--- src/include/slts_regs.vh ---
// register offsets, field positions, reset values and codes of the link status bank
`ifndef SLTS_REGS_VH
`define SLTS_REGS_VH
// ****************************************************
// register offsets
// ****************************************************
`define SLTS_ADDR_W          10
`define SLTS_OFF_TEST        10'h205
`define SLTS_OFF_DEVNUM      10'h206
`define SLTS_OFF_FRAME_END_CHAR_SELECT       10'h207
`define SLTS_OFF_STATUS      10'h208
`define SLTS_OFF_PWRDN       10'h209
// ****************************************************
// reset values
// ****************************************************
`define SLTS_RST_TEST        4'h0
`define SLTS_RST_DEVNUM      7'h00
`define SLTS_RST_FRAME_END_CHAR_SELECT       2'h0
`define SLTS_RST_PWRDN       2'h0
`define SLTS_RST_LFSR        23'h7FFFFF
// ****************************************************
// field positions
// ****************************************************
`define SLTS_ST_LINKUP       6
`define SLTS_ST_SYNC         5
`define SLTS_ST_REALIGN      4
`define SLTS_ST_ALIGN        3
`define SLTS_ST_PLL          2
`define SLTS_PD_B            1
`define SLTS_PD_A            0
// ****************************************************
// test pattern codes
// ****************************************************
`define SLTS_TP_NORMAL       4'h0
`define SLTS_TP_PRBS7        4'h1
`define SLTS_TP_PRBS15       4'h2
`define SLTS_TP_PRBS23       4'h3
`define SLTS_TP_RAMP         4'h4
`define SLTS_TP_TRANSPORT    4'h5
`define SLTS_TP_D215         4'h6
`define SLTS_TP_K285         4'h7
`define SLTS_TP_ILA          4'h8
`define SLTS_TP_RPAT         4'h9
`define SLTS_TP_LOW          4'hA
`define SLTS_TP_HIGH         4'hB
// ****************************************************
// 8b/10b character bytes
// ****************************************************
`define SLTS_CH_D215         8'hB5
`define SLTS_CH_K285         8'hBC
`define SLTS_CH_K287         8'hFC
`define SLTS_CH_K281         8'h3C
`define SLTS_FC_K287         2'h0
`define SLTS_FC_K281         2'h1
`define SLTS_FC_K285         2'h2
`endif

--- src/core/slts_regs.v ---
// link test pattern, status and power-down register bank with lane byte source
//
// The plain strobed port was left to the implementer.
`timescale 1ns/1ps
`include "slts_regs.vh"

// Function
// - selector 0 normal data, 1 PRBS7, 2 PRBS15, 3 PRBS23 on lanes
// - selector 4 ramp, 5 transport test, 6 repeated D21.5, 7 repeated K28.5
// - selector 8 repeated ILA, 9 modified RPAT, 10 low, 11 high, 12-15 reserved
// - link A sends the device number, link B sends it plus one
// - device number bit 0 ignored and reads zero
// - end-of-frame select 0 K28.7, 1 K28.1, 2 K28.5, 3 reserved
// - end-of-frame character replaces frame-end data only when monitoring permits
// - status bit 6 reads one while the link is up
// - status bit 5 reads live sync level, 0 while request asserted
// - status bit 4 sticky on sysref phase shift, write one clears
// - status bit 3 set by first sysref after enable, write one clears
// - status bit 2 reads one while serializer PLL locked
// - power-down bit 1 powers down channel B and its lanes
// - power-down bit 0 powers down channel A and its lanes
// - both channels down powers down whole link, PLL and multiframe counter
// - channel B down with both on link A leaves B slots undefined
// - link disabled holds link logic and counter in reset, ignores sysref
module slts_regs (
    ref_clk,
    rst,
    regAddr,
    regWrData,
    regWrStb,
    regRdStb,
    regRdData,
    serialLinkEnable,
    linkUpIn,
    syncNIn,
    sysrefEvent,
    sysrefPhaseShift,
    pllLockedIn,
    normalData,
    frameEndIn,
    eofPermitted,
    testPatternSel,
    laneData_r,
    laneIsK_r,
    laneForceLow,
    laneForceHigh,
    ilaRepeatMode,
    transportTestMode,
    rpatMode,
    ilaDevNumA,
    ilaDevNumB,
    chanAPowerDown,
    chanBPowerDown,
    laneAPowerDown,
    laneBPowerDown,
    subsysPowerDown,
    linkLogicReset,
    chanBSlotsUndefined
);
    input  wire                     ref_clk;
    input  wire                     rst;
    input  wire [`SLTS_ADDR_W-1:0]  regAddr;
    input  wire [7:0]               regWrData;
    input  wire                     regWrStb;
    input  wire                     regRdStb;
    output reg  [7:0]               regRdData;

    // link status and lane inputs
    input  wire                     serialLinkEnable;
    input  wire                     linkUpIn;
    input  wire                     syncNIn;
    input  wire                     sysrefEvent;
    input  wire                     sysrefPhaseShift;
    input  wire                     pllLockedIn;
    input  wire [7:0]               normalData;
    input  wire                     frameEndIn;
    input  wire                     eofPermitted;

    // pattern and lane outputs
    output wire [3:0]               testPatternSel;
    output reg  [7:0]               laneData_r;
    output reg                      laneIsK_r;
    output wire                     laneForceLow;
    output wire                     laneForceHigh;
    output wire                     ilaRepeatMode;
    output wire                     transportTestMode;
    output wire                     rpatMode;
    output wire [7:0]               ilaDevNumA;
    output wire [7:0]               ilaDevNumB;

    // power-down and link hold outputs
    output wire                     chanAPowerDown;
    output wire                     chanBPowerDown;
    output wire                     laneAPowerDown;
    output wire                     laneBPowerDown;
    output wire                     subsysPowerDown;
    output wire                     linkLogicReset;
    output wire                     chanBSlotsUndefined;

    // ****************************************************
    // functions
    // ****************************************************
    // advance the shared lfsr by eight bits for the chosen prbs order
    function [22:0] prbsAdvance;
        input [22:0] seed;
        input [3:0]  mode;
        reg   [22:0] s;
        reg          fb;
        integer      i;
        begin
            s = seed;
            // one shift per lane bit, taps set by the order
            for (i = 0; i < 8; i = i + 1) begin
                case (mode)
                    `SLTS_TP_PRBS7:  fb = s[6] ^ s[5];
                    `SLTS_TP_PRBS15: fb = s[14] ^ s[13];
                    default:         fb = s[22] ^ s[17];
                endcase
                s = {s[21:0], fb};
            end
            prbsAdvance = s;
        end
    endfunction

    // map the end-of-frame select to its control byte
    function [7:0] eofChar;
        input [1:0] sel;
        begin
            case (sel)
                `SLTS_FC_K281: eofChar = `SLTS_CH_K281;
                `SLTS_FC_K285: eofChar = `SLTS_CH_K285;
                default:       eofChar = `SLTS_CH_K287;
            endcase
        end
    endfunction

    // ****************************************************
    // register storage
    // ****************************************************
    reg [3:0]  testSel_r;
    reg [6:0]  devNum_r;
    reg [1:0]  frame_end_char_select_r;
    reg [1:0]  pwrDn_r;
    reg        realigned_r;
    reg        lmfc_phase_set_flag_r;
    reg        sysrefSeen_r;
    reg [22:0] lfsr_r;
    reg [7:0]  ramp_r;
    reg [7:0]  rpat_r;

    wire       wrTest;
    wire       wrDevNum;
    wire       wrFchar;
    wire       wrStatus;
    wire       wrPwrDn;
    wire       bothDown;
    wire       linkActive;
    wire       realignSet;
    wire       alignSet;
    wire [7:0] statusWord;

    // address decode of write strobes
    assign wrTest   = regWrStb && (regAddr == `SLTS_OFF_TEST);
    assign wrDevNum = regWrStb && (regAddr == `SLTS_OFF_DEVNUM);
    assign wrFchar  = regWrStb && (regAddr == `SLTS_OFF_FRAME_END_CHAR_SELECT);
    assign wrStatus = regWrStb && (regAddr == `SLTS_OFF_STATUS);
    assign wrPwrDn  = regWrStb && (regAddr == `SLTS_OFF_PWRDN);

    // control registers, reserved bits are not stored
    always @(posedge ref_clk or posedge rst) begin
        if (rst) begin
            testSel_r <= `SLTS_RST_TEST;
            devNum_r  <= `SLTS_RST_DEVNUM;
            frame_end_char_select_r   <= `SLTS_RST_FRAME_END_CHAR_SELECT;
            pwrDn_r   <= `SLTS_RST_PWRDN;
        end else begin
            if (wrTest) begin
                testSel_r <= regWrData[3:0];
            end
            if (wrDevNum) begin
                devNum_r <= regWrData[7:1];
            end
            if (wrFchar) begin
                frame_end_char_select_r <= regWrData[1:0];
            end
            if (wrPwrDn) begin
                pwrDn_r <= regWrData[1:0];
            end
        end
    end

    // ****************************************************
    // link power and enable
    // ****************************************************
    // both channels down takes the whole link out
    assign bothDown        = pwrDn_r[`SLTS_PD_A] & pwrDn_r[`SLTS_PD_B];
    assign subsysPowerDown = bothDown;
    assign linkActive      = serialLinkEnable & ~bothDown;
    assign linkLogicReset  = ~linkActive;
    assign chanAPowerDown  = pwrDn_r[`SLTS_PD_A];
    assign chanBPowerDown  = pwrDn_r[`SLTS_PD_B];
    assign laneAPowerDown  = pwrDn_r[`SLTS_PD_A] | ~linkActive;
    assign laneBPowerDown  = pwrDn_r[`SLTS_PD_B] | ~linkActive;
    // channel B slots still go out on link A but carry no valid samples
    assign chanBSlotsUndefined = pwrDn_r[`SLTS_PD_B] & ~pwrDn_r[`SLTS_PD_A];

    // ****************************************************
    // alignment flags
    // ****************************************************
    // sysref only counts while the link runs
    assign realignSet = linkActive & sysrefPhaseShift;
    assign alignSet   = linkActive & sysrefEvent & ~sysrefSeen_r;

    // sticky flags: a set in the clearing cycle wins
    always @(posedge ref_clk or posedge rst) begin
        if (rst) begin
            realigned_r  <= 1'b0;
            lmfc_phase_set_flag_r    <= 1'b0;
            sysrefSeen_r <= 1'b0;
        end else begin
            // phase shift sets, write one clears
            if (realignSet) begin
                realigned_r <= 1'b1;
            end else if (wrStatus && regWrData[`SLTS_ST_REALIGN]) begin
                realigned_r <= 1'b0;
            end
            // only the first event after enable sets
            if (alignSet) begin
                lmfc_phase_set_flag_r <= 1'b1;
            end else if (wrStatus && regWrData[`SLTS_ST_ALIGN]) begin
                lmfc_phase_set_flag_r <= 1'b0;
            end
            // re-arm the first-event detector each time the link drops
            if (!linkActive) begin
                sysrefSeen_r <= 1'b0;
            end else if (sysrefEvent) begin
                sysrefSeen_r <= 1'b1;
            end
        end
    end

    // live and sticky status bits, reserved bits read zero
    assign statusWord = {1'b0,
                         linkUpIn & linkActive,
                         syncNIn,
                         realigned_r,
                         lmfc_phase_set_flag_r,
                         pllLockedIn & ~bothDown,
                         2'b00};

    // ****************************************************
    // read port
    // ****************************************************
    // read data stand one cycle after the strobe, zero otherwise
    always @(posedge ref_clk or posedge rst) begin
        if (rst) begin
            regRdData <= 8'h00;
        end else if (regRdStb) begin
            case (regAddr)
                `SLTS_OFF_TEST:   regRdData <= {4'h0, testSel_r};
                `SLTS_OFF_DEVNUM: regRdData <= {devNum_r, 1'b0};
                `SLTS_OFF_FRAME_END_CHAR_SELECT:  regRdData <= {6'h00, frame_end_char_select_r};
                `SLTS_OFF_STATUS: regRdData <= statusWord;
                `SLTS_OFF_PWRDN:  regRdData <= {6'h00, pwrDn_r};
                default:          regRdData <= 8'h00;
            endcase
        end else begin
            // idle cycles read zero so stale data never lingers
            regRdData <= 8'h00;
        end
    end

    // ****************************************************
    // ila device numbers
    // ****************************************************
    // link B always carries the odd partner number
    assign ilaDevNumA = {devNum_r, 1'b0};
    assign ilaDevNumB = {devNum_r, 1'b1};

    // ****************************************************
    // test pattern mode decode
    // ****************************************************
    // one flag per mode handled by the lane framing logic
    assign testPatternSel    = testSel_r;
    assign ilaRepeatMode     = (testSel_r == `SLTS_TP_ILA);
    assign transportTestMode = (testSel_r == `SLTS_TP_TRANSPORT);
    assign rpatMode          = (testSel_r == `SLTS_TP_RPAT);
    assign laneForceLow      = (testSel_r == `SLTS_TP_LOW);
    assign laneForceHigh     = (testSel_r == `SLTS_TP_HIGH);

    // ****************************************************
    // pattern generators
    // ****************************************************
    // lfsr, ramp and rpat counters run only while the link is enabled and not both channels down
    // all-ones seed keeps the lfsr out of its lock-up state
    always @(posedge ref_clk or posedge rst) begin
        if (rst) begin
            lfsr_r <= `SLTS_RST_LFSR;
            ramp_r <= 8'h00;
            rpat_r <= 8'h00;
        end else if (!linkActive) begin
            lfsr_r <= `SLTS_RST_LFSR;
            ramp_r <= 8'h00;
            rpat_r <= 8'h00;
        end else begin
            lfsr_r <= prbsAdvance(lfsr_r, testSel_r);
            ramp_r <= ramp_r + 8'h01;
            rpat_r <= rpat_r + 8'h35;
        end
    end

    // ****************************************************
    // lane byte source
    // ****************************************************
    // choose the outgoing byte and its control flag per mode
    always @(posedge ref_clk or posedge rst) begin
        if (rst) begin
            laneData_r <= 8'h00;
            laneIsK_r  <= 1'b0;
        end else if (!linkActive) begin
            laneData_r <= 8'h00;
            laneIsK_r  <= 1'b0;
        end else begin
            case (testSel_r)
                `SLTS_TP_NORMAL, `SLTS_TP_TRANSPORT, `SLTS_TP_ILA: begin
                    // end-of-frame byte only where monitoring allows
                    if (frameEndIn && eofPermitted) begin
                        laneData_r <= eofChar(frame_end_char_select_r);
                        laneIsK_r  <= 1'b1;
                    end else begin
                        laneData_r <= normalData;
                        laneIsK_r  <= 1'b0;
                    end
                end
                `SLTS_TP_PRBS7: begin
                    // short sequence fills the low seven bits only
                    laneData_r <= {1'b0, lfsr_r[6:0]};
                    laneIsK_r  <= 1'b0;
                end
                `SLTS_TP_PRBS15, `SLTS_TP_PRBS23: begin
                    laneData_r <= lfsr_r[7:0];
                    laneIsK_r  <= 1'b0;
                end
                `SLTS_TP_RAMP: begin
                    // ramp restarts from zero on each link enable
                    laneData_r <= ramp_r;
                    laneIsK_r  <= 1'b0;
                end
                `SLTS_TP_D215: begin
                    laneData_r <= `SLTS_CH_D215;
                    laneIsK_r  <= 1'b0;
                end
                `SLTS_TP_K285: begin
                    laneData_r <= `SLTS_CH_K285;
                    laneIsK_r  <= 1'b1;
                end
                `SLTS_TP_RPAT: begin
                    // coarse stand-in for the jitter pattern
                    laneData_r <= rpat_r;
                    laneIsK_r  <= 1'b0;
                end
                `SLTS_TP_HIGH: begin
                    laneData_r <= 8'hFF;
                    laneIsK_r  <= 1'b0;
                end
                default: begin
                    // low drive and reserved codes send zeros
                    laneData_r <= 8'h00;
                    laneIsK_r  <= 1'b0;
                end
            endcase
        end
    end

endmodule // slts_regs

--- config.mk ---
export PLATFORM = sky130hd
export DESIGN_NAME = slts_regs
export DESIGN_NICKNAME = d
export VERILOG_FILES = /design/src/core/slts_regs.v
export VERILOG_INCLUDE_DIRS = /design/src /design/src/include
export SDC_FILE = /design/constraint.sdc
export NUM_CORES = 1
export LEC_CHECK = 0
export ABC_CLOCK_PERIOD_IN_PS = 3700
export BUFFER_PORTS_ARGS = -buffer_cell sky130_fd_sc_hd__buf_4
export CAP_MARGIN = 20
export CORE_MARGIN = 2
export CORE_UTILIZATION = 60
export CTS_BUF_LIST = sky130_fd_sc_hd__clkbuf_4 sky130_fd_sc_hd__clkbuf_8
export CTS_CLUSTER_DIAMETER = 50
export DETAILED_ROUTE_END_ITERATION = 8
export GPL_TIMING_DRIVEN = 0
export PLACE_DENSITY_LB_ADDON = 0.25
export SYNTH_ARGS = -nofsm -noshare
export SYNTH_HDL_FRONTEND = slang
export SYNTH_SLANG_ARGS = --single-unit
--- constraint.sdc ---
create_clock -name ref_clk -period 3.7 [get_ports ref_clk]
set_input_delay 0.74 -clock ref_clk [delete_from_list [all_inputs] [get_ports ref_clk]]
set_output_delay 0.74 -clock ref_clk [all_outputs]
set_load 0.05 [all_outputs]
==> results of run 1 <==
## where the power goes
group          leakage (uW)  switching, uW  internal [uW]
sequential         0.000916           54.8            868
combinational       0.00113            152            112
clock             0.0000970            317            310
## layout by cell type (no fill, tap or decap), drive strengths merged, types with 3 or more instances in the layout
cell,count
nand3,14
o211ai,5
a222oi,3
xnor2,9
a221oi,6
buf,96
xor2,28
a21oi,11
and3,6
inv,9
mux2,15
clkinv,4
and2,3
nand2,24
nor2b,7
nor3,6
nand2b,19
dfstp,23
o21ai,21
clkbuf,22
nor2,36
dfrtp,51
ha,3
a31oi,7
a22oi,5
## worst register-to-register path: cells and delay by family (launching register included)
| family | cells | cell delay, ps |
|---|---|---|
| flops | 1 | 380 |
| xor+xnor | 1 | 240 |
| simple gates | 1 | 940 |
| compound gates | 2 | 550 |
| buf+inv | 1 | 160 |
## final timing paths
path / startpoint / to / cells after the start / slack (ps)
setup reg to reg: testPatternSel[1] / lfsr_r[1] / 5 / 1370
hold reg to reg: rpat_r[0] / rpat_r[0] / 1 / 500
max in group asynchronous: rst / rpat_r[3] / 2 / 2540
min in group asynchronous: rst / devNum_r[6] / 2 / 550
hold / removal: rpat_r[0] / rpat_r[0] / 1 / 500
setup / recovery: pwrDn_r[1] / linkLogicReset / 5 / 760
## per-layer routing
layer,vias to the layer above,routed length [um],GRT usage (%)
li1,1453,-,-
met1,1577,3778,37.68
met2,207,4515,46.04
met3,35,917,7.654
met4,0,306,14.90
met5,-,0,0
## layout make-up
| class | count | area share [%] |
|---|---|---|
| Tap cell | 75 | 2.015 |
| Buffer | 25 | 2.902 |
| Clock buffer | 9 | 2.660 |
| Inverter | 8 | 0.6985 |
| Clock inverter | 7 | 1.478 |
| Multi-Input combinational cell | 257 | 36.32 |
| Sequential cell | 74 | 40.38 |
| Timing Repair Buffer | 84 | 13.54 |
## synthesized netlist by cell type (2+ instances only)
cell type	instances
nand3_1	14
xor2_1	28
dfrtp_1	51
a32oi_1	2
dfstp_2	23
and3_1	6
inv_1	8
nor2_1	36
a21oi_1	11
nand2b_1	19
xnor2_1	9
nand2_1	24
buf_4	11
a222oi_1	3
a31oi_1	7
or2_2	2
a22oi_1	5
nor2b_1	7
o21ai_0	20
o211ai_1	5
conb_1	2
nor3_1	6
clkbuf_1	13
ha_1	3
and2_1	3
mux2_2	15
a221oi_1	6
nor3b_1	2
## registers in the layout, indices dropped and copies added, names as in the netlist
signal,count
laneData_r,8
lfsr_r,23
sysrefSeen_r,1
ramp_r,8
rpat_r,8
realigned_r,1
lmfc_phase_set_flag_r,1
frame_end_char_select_r,2
regRdData,8
testPatternSel,4
pwrDn_r,2
devNum_r,7
laneIsK_r,1
## cell families after synthesis
group / synth area share, %
simple gates: 18.21
buf+inv: 4.419
other cells: 0.2009
flops: 50.32
compound gates: 12.66
xor+xnor: 8.671
mux: 4.520
fa+ha+maj: 1.004
## per-stage QoR
step	setup WS [ps]	utilization, %	area [sq um]	instances	total power, uW
floorplan	568.3	-	3737	364	1096
global placement	350.9	74.92	4462	523	1186
CTS	818.5	78.19	4657	539	1814
finish	763.3	78.19	4657	539	1815
detailed placement	988.5	74.96	4464	523	1198
global route	710.1	78.19	4657	539	1880
==> results.toml, run 1 <==
[clocking]
cts.sinks = 74
post_cts_buffers = 0
cts_made_buffers = 9
cts_tree = "built"
cts_max_path_buffers = 2
clock_latency_ps = 360
clockRootBuffer = "clkbuf_8"
ctsHoldBuffers = 0
cts.clk_slew.worst_paths_ps = 80
post_cts_resized = 0
htree_num_levels = 3

[worst_setup_path]
critPathKind = "reg -> out"
worstPathCellList = "nand2_1 > and2_1 > inv_1 > clkbuf_1 > buf_4"
worst-path-buf-inv = 3
crit_path_start_kind = "flip-flop"
slowest_stage = "clkbuf_1"
worstPathMaxFanout = 10
critPathRequiredTime_ps = 2960
worstSetupEndpointType = "primary output"
cp_top_family = "buffers and inverters"
cpPeakStageDelay_ps = 460
critPathArrivalTime_ps = 2200

[floorplan]
die-area_sq_um = 6877
rows = 28
die_w_um = 82.93
core_sq_um = 5956
die_h_um = 82.93
pin_count = 87
start_util_pct = 62.75

[global_routing]
grt_max_degree = 75
grt_overflow = 0
track_usage_pct = 29.33
antenna_found_initial = 0
grt_pass1_wl_mm = 16.05
grt_pass1_vias = 3330

[sta]
grt_setup_unrepaired = "false"
hold_slack_ps = 498.3
timing.fmax_mhz = 340.5
tightest_slew_ps = 1109
finClkSkew_ps = 11.14
tns_ps = 0
finalMaxSlewViolations = 0
min_period_ps = 2937
slew_headroom_pct = 24.99
setup_violations = 0
hold_violations = 0
period_share_pct = 79.37

[route]
drc = 0
vias = 3272
drtAntennaViolNets = 0
initialDrtViolationCount = 441
wl_per_cell_um = 17.66
firstDrtPassIters = 6
drt_wl_total_mm = 9.518
routed_via_density = 6.071

[cells_and_area]
area_growth_pct = 24.61
nets = 500
drive_gt1_share_pct = 33.62
diodes = 0
multiInputGateArea_sq_um = 1692
fillers = 416
regArea_sq_um = 1881

[placement]
port_buffers = 84
hpwl_mm = 6.780
place_congestion = 0.9090

[synth]
ys_warn_count = 0
synth_cell_types = 51
synth_edf_count = 0
synth_area_sq_um = 3737
synth_top_area_cell = "dfrtp_1"
synthCells = 364
avgSynthCellArea_sq_um = 10.27
async_flop_share_pct = 100.0
ys.flop_type = "dfrtp_1"
synthTopCellsByArea = "dfrtp_1 34%, dfstp_2 16%, xor2_1 6.6%"
ys_ff_latch = 74
synthesis.nets = 405
synthDominantCellAreaShare_pct = 34.15
synth_seq_area_share_pct = 50.32

[run_status]
status = "finished, final reports clean"

[hold_path]
hp-class = "reg -> reg"

[power_and_ir_drop]
ir_worst_vdd_v = 0.0003061
p_per_area_nw_per_um2 = 389.6
power.leakage_uw = 0.002147

[run]
drv_cap = 0
Note: power is estimated with default switching activity, not from simulation.
==> run 2, diff against run 1 <==
--- a/config.mk
+++ b/config.mk
@@ -6,11 +6,12 @@
 export SDC_FILE = /design/constraint.sdc
 export NUM_CORES = 1
 export LEC_CHECK = 0
-export ABC_CLOCK_PERIOD_IN_PS = 3700
+export ABC_AREA = 1
+export ABC_CLOCK_PERIOD_IN_PS = 2700
 export BUFFER_PORTS_ARGS = -buffer_cell sky130_fd_sc_hd__buf_4
 export CAP_MARGIN = 20
 export CORE_MARGIN = 2
-export CORE_UTILIZATION = 60
+export CORE_UTILIZATION = 51
 export CTS_BUF_LIST = sky130_fd_sc_hd__clkbuf_4 sky130_fd_sc_hd__clkbuf_8
 export CTS_CLUSTER_DIAMETER = 50
 export DETAILED_ROUTE_END_ITERATION = 8
==> constraint.sdc (replaced) <==
create_clock -name ref_clk -period 2.7 [get_ports ref_clk]
set_input_delay 0.54 -clock ref_clk [delete_from_list [all_inputs] [get_ports ref_clk]]
set_output_delay 0.54 -clock ref_clk [all_outputs]
set_load 0.05 [all_outputs]
==> run 2 against run 1 <==
Synthesized cell count grew 34%. Setup slack lost 500 ps. Cell area grew 4.8%. Utilization shrank 12 points. Total power grew 46%. Clock-buffer cell count grew 2. Global-route usage shrank 4.5 points. Largest power group unchanged.
==> results.toml, run 2 <==
[global_routing]
grt_pass1_vias = 3403
grt_max_degree = 75
track_usage_pct = 24.87
grt_overflow = 0
antenna_found_initial = 0
grt_pass1_wl_mm = 16.24

[floorplan]
die-area_sq_um = 8334
rows = 31
core_sq_um = 7331
pin_count = 87
die_h_um = 91.29
start_util_pct = 53.01
die_w_um = 91.29

[worst_setup_path]
slowest_stage = "clkbuf_1"
critPathArrivalTime_ps = 1890
worstPathCellList = "nand2_1 > nand2_1 > clkbuf_1 > buf_4"
crit_path_start_kind = "flip-flop"
critPathKind = "reg -> out"
worstPathMaxFanout = 10
cpPeakStageDelay_ps = 470
critPathRequiredTime_ps = 2160
cpMostUsedCell = "nand2_1"
rrSetupSlack_ps = 780
worstSetupEndpointType = "primary output"
reg2reg_depth = 6

[power_and_ir_drop]
ir_worst_vdd_v = 0.0002544
power.leakage_uw = 0.002452
p_per_area_nw_per_um2 = 543.2

[sta]
grt_setup_unrepaired = "false"
setup_violations = 0
finalMaxSlewViolations = 0
hold_violations = 0
min_period_ps = 2434
slew_headroom_pct = 40.17
tightest_slew_ps = 897.5
period_share_pct = 90.15
tns_ps = 0
timing.fmax_mhz = 410.9
finClkSkew_ps = 12.67

[route]
routed_via_density = 5.077
drtAntennaViolNets = 0
vias = 3478
drt_wl_total_mm = 9.637
firstDrtPassIters = 4
initialDrtViolationCount = 269
drc = 0
wl_per_cell_um = 14.07

[cells_and_area]
nets = 622
largest_reg_flops = 23
final_cells = 685
area_growth_pct = 25.56
mostFrequentLayoutCells = "119 x nand2_1, 92 x buf_4, 69 x nor2_1, 55 x inv_1, 51 x dfrtp_1"
diodes = 0
layout_commonest_cell = "nand2_1"
top_register = "lfsr_r"
drive_gt1_share_pct = 28.50

[synth]
synth_seq_area_share_pct = 48.39
synth_cell_types = 36
synth_area_sq_um = 3886
synthCells = 488
ys.flop_type = "dfrtp_1"
synthTopCellsByCount = "119 x nand2_1, 69 x nor2_1, 56 x inv_1, 51 x dfrtp_1, 33 x nand3_1"
async_flop_share_pct = 100.0
synthesis.nets = 529
synth_edf_count = 0
ys_ff_latch = 74
synth_top_area_cell = "dfrtp_1"
avgSynthCellArea_sq_um = 7.964
synthDominantCellAreaShare_pct = 32.84
ys_warn_count = 0
synth_most_common_cell = "nand2_1"
synthTopCellsByArea = "dfrtp_1 33%, dfstp_2 16%, nand2_1 11%"

[clocking]
htree_num_levels = 3
post_cts_resized = 0
cts_tree = "built"
cts.clk_slew.worst_paths_ps = 80
cts_made_buffers = 9
clockRootBuffer = "clkbuf_8"
post_cts_buffers = 0
ctsHoldBuffers = 0
clock_latency_ps = 360
cts.sinks = 74
cts_max_path_buffers = 2

[placement]
port_buffers = 83
placed_cells = 670
place_congestion = 0.8999
hpwl_mm = 7.209

[run_status]
status = "finished, final reports clean"

[run]
drv_cap = 0

[hold_path]
hp-class = "in -> async"
run 2: changes by cell type in the layout (fill, tap and decap cells not counted), moves of 10 or more:
cell	delta
clkbuf_1	-10
inv_1	+48
mux2_2	-15
nand2_1	+95
nand2b_1	-19
nand3_1	+19
nor2_1	+33
o21ai_1	+10
xor2_1	-19
run 2: path summary, 6_finish.rpt:
check | from | to
max | pwrDn_r[0] | linkLogicReset
min | rst | laneData_r[4]
max reg2reg | pwrDn_r[0] | lfsr_r[14]
min reg2reg | rpat_r[6] | rpat_r[6]
max in group asynchronous | rst | testPatternSel[0]
min in group ref_clk | sysrefPhaseShift | realigned_r
run 2: layout make-up:
class / instances / area [sq um]
well taps: 99 / 123.9
inverters: 60 / 227.7
clock inverters: 5 / 102.6
clock buffers: 11 / 145.1
multi-input cells: 337 / 1665
plain buffers: 16 / 111.4
flip-flops and latches: 74 / 1881
fillers: 620 / 2451
repair buffers: 83 / 623.1
run 2: stage by stage:
stage	worst slack, ps	util, %	hold slack [ps]	area (sq um)	total power (uW)
finish	266.1	66.56	399.1	4880	2651
global route	176.8	66.56	424.6	4880	2755
CTS	120.3	66.62	408.3	4883	2659
detailed placement	392.5	63.24	455.9	4636	1608
global placement	-534.1	63.20	446.7	4633	1599
floorplan	316.4	-	432.7	3886	1478
run 2: layer usage:
metal,vias up,global-route usage [%],share of wire (%)
li1,1724,-,-
met1,1634,33.66,44
met2,106,40.12,48
met3,14,4.315,6.4
met4,0,9.470,1.5
met5,-,0,0
run 2: kinds of logic after synthesis:
family | share of synthesized area [%]
compound gates | 9.820
xor+xnor | 2.930
fa+ha+maj | 0.9660
buf+inv | 8.757
flops | 48.39
other cells | 0.1932
simple gates | 28.94
run 2: report_power, final:
part / total (uW) / switching (uW) / internal [uW]
logic: 358 / 230 / 128
registers: 1230 / 49.2 / 1180
clock network: 1060 / 414 / 648
run 2: critical path, delay by kind of cell, from the launching register on:
kind	cells	cell delay [ps]
DFF	1	420
and+or+nand+nor	2	350
buffers and inverters	2	770
==> run 3, diff against run 2 <==
--- a/config.mk
+++ b/config.mk
@@ -10,13 +10,16 @@
 export ABC_CLOCK_PERIOD_IN_PS = 2700
 export BUFFER_PORTS_ARGS = -buffer_cell sky130_fd_sc_hd__buf_4
 export CAP_MARGIN = 20
+export CELL_PAD_IN_SITES_DETAIL_PLACEMENT = 1
+export CELL_PAD_IN_SITES_GLOBAL_PLACEMENT = 2
 export CORE_MARGIN = 2
-export CORE_UTILIZATION = 51
+export CORE_UTILIZATION = 29
 export CTS_BUF_LIST = sky130_fd_sc_hd__clkbuf_4 sky130_fd_sc_hd__clkbuf_8
 export CTS_CLUSTER_DIAMETER = 50
 export DETAILED_ROUTE_END_ITERATION = 8
 export GPL_TIMING_DRIVEN = 0
 export PLACE_DENSITY_LB_ADDON = 0.25
+export SKIP_LAST_GASP = 1
 export SYNTH_ARGS = -nofsm -noshare
 export SYNTH_HDL_FRONTEND = slang
 export SYNTH_SLANG_ARGS = --single-unit
==> run 3 against run 2 <==
Total power fell by 9.2%. Non-clock buffer count rose by 1. Final cell count rose by 11%. Sequential share of layout area fell by 0.33 points. Cell area rose by 0.87%.
==> results.toml, run 3 (synthesized netlist as in run 2, its figures left out) <==
[power_and_ir_drop]
ir_worst_vdd_v = 0.0002413
p_per_area_nw_per_um2 = 488.7
power.leakage_uw = 0.002435

[sta]
setup_violations = 0
finClkSkew_ps = 16.27
tns_ps = 0
hold_violations = 0
slew_headroom_pct = 60.60
min_period_ps = 2527
grt_setup_unrepaired = "false"
period_share_pct = 93.61
tightest_slew_ps = 590.4
finalMaxSlewViolations = 0
timing.fmax_mhz = 395.7

[worst_setup_path]
worstSetupEndpointType = "primary output"
critPathRequiredTime_ps = 2160
critPathArrivalTime_ps = 1990
worstPathMaxFanout = 12
crit_path_start_kind = "flip-flop"
critPathKind = "reg -> out"

[placement]
dpl_cell_area_sq_um = 4752
place_congestion = 0.7761
port_buffers = 83
hpwl_mm = 9.169

[cells_and_area]
top_register = "lfsr_r"
nets = 623
fillers = 1624
multiInputGateArea_sq_um = 1665
regArea_sq_um = 1881
final_area_sq_um = 4922
layout_commonest_cell = "nand2_1"
drive_gt1_share_pct = 28.62
area_growth_pct = 26.66
utilization_pct = 37.32
largest_reg_flops = 23
diodes = 0
mostFrequentLayoutCells = "119 x nand2_1, 92 x buf_4, 69 x nor2_1, 55 x inv_1, 51 x dfrtp_1"

[route]
drtAntennaViolNets = 0
initialDrtViolationCount = 148
firstDrtPassIters = 4
wl_per_cell_um = 15.44
routed_via_density = 4.489
drt_wl_total_mm = 11.78
vias = 3425
drc = 0

[clocking]
cts_max_path_buffers = 2
cts_made_buffers = 9
htree_num_levels = 3
post_cts_resized = 0
ctsHoldBuffers = 0
clockRootBuffer = "clkbuf_8"
post_cts_buffers = 0
cts.clk_slew.worst_paths_ps = 90
cts.sinks = 74
cts_tree = "built"
clock_latency_ps = 380

[hold_path]
hp-class = "in -> async"

[global_routing]
grt_overflow = 0
antenna_found_initial = 0
grt_pass1_wl_mm = 19.23
track_usage_pct = 17.64
grt_pass1_vias = 3669
grt_max_degree = 41

[run_status]
status = "finished, final reports clean"

[run]
drv_cap = 0

[floorplan]
rows = 42
die_h_um = 119.8
die_w_um = 119.8
core_sq_um = 13190
die-area_sq_um = 14340
start_util_pct = 29.46
pin_count = 87
[run 3: cell types whose count changed in the layout (fill, tap and decap cells not counted), sizes merged]
cell	delta
buf	+1
clkinvlp	-1
clkbuf	+4
bufinv	-3
[run 3: cell type report]
| cell class | count | share of cell area [%] |
|---|---|---|
| Sequential cell | 74 | 38.21 |
| Multi-Input combinational cell | 337 | 33.83 |
| Timing Repair Buffer | 84 | 13.07 |
| Inverter | 60 | 4.626 |
| Tap cell | 176 | 4.474 |
| Clock buffer | 15 | 3.432 |
| Buffer | 16 | 2.262 |
| Clock inverter | 1 | 0.1017 |
[run 3: routing by layer]
metal | wire length [um] | global-route usage [%]
met5 | 0 | 0
met2 | 5680 | 29.11
met4 | 132 | 5.000
met3 | 642 | 5.703
met1 | 5324 | 22.16
[run 3: final timing paths]
path / slack [ps] / start / end / cells past startpoint
setup / recovery: 170 / pwrDn_r[1] / laneBPowerDown / 5
hold / removal: 200 / rst / regRdData[1] / 2
setup reg to reg: 610 / pwrDn_r[1] / lfsr_r[9] / 6
hold reg to reg: 460 / rpat_r[6] / rpat_r[6] / 1
max in group asynchronous: 1890 / rst / rpat_r[0] / 3
min in group ref_clk: 390 / regWrData[7] / devNum_r[6] / 3
[run 3: stage by stage]
| step | setup slack [ps] | power, uW | cells | hold WS, ps |
|---|---|---|---|---|
| 6_report | 172.6 | 2406 | 763 | 198.5 |
| 5_1_grt | 14.93 | 2539 | 763 | 239.8 |
| 2_1_floorplan | 316.4 | 1478 | 488 | 432.7 |
| 3_3_place_gp | -833.5 | 1616 | 747 | 451.9 |
| 3_5_place_dp | 170.8 | 1628 | 748 | 451.7 |
| 4_1_cts | 113.7 | 2445 | 763 | 214.7 |
[run 3: critical path: stages, from the launching register on]
cell	delay, ps
dfrtp_1	430
nand2_1	100
nand2_1	230
inv_1	530
nand2_1	100
buf_4	210
[run 3: power breakdown]
group	switching (uW)	total, uW	internal (uW)	leakage [uW]
logic	238	370	131	0.00142
clock network	409	805	395	0.0000962
registers	49.5	1230	1180	0.000921
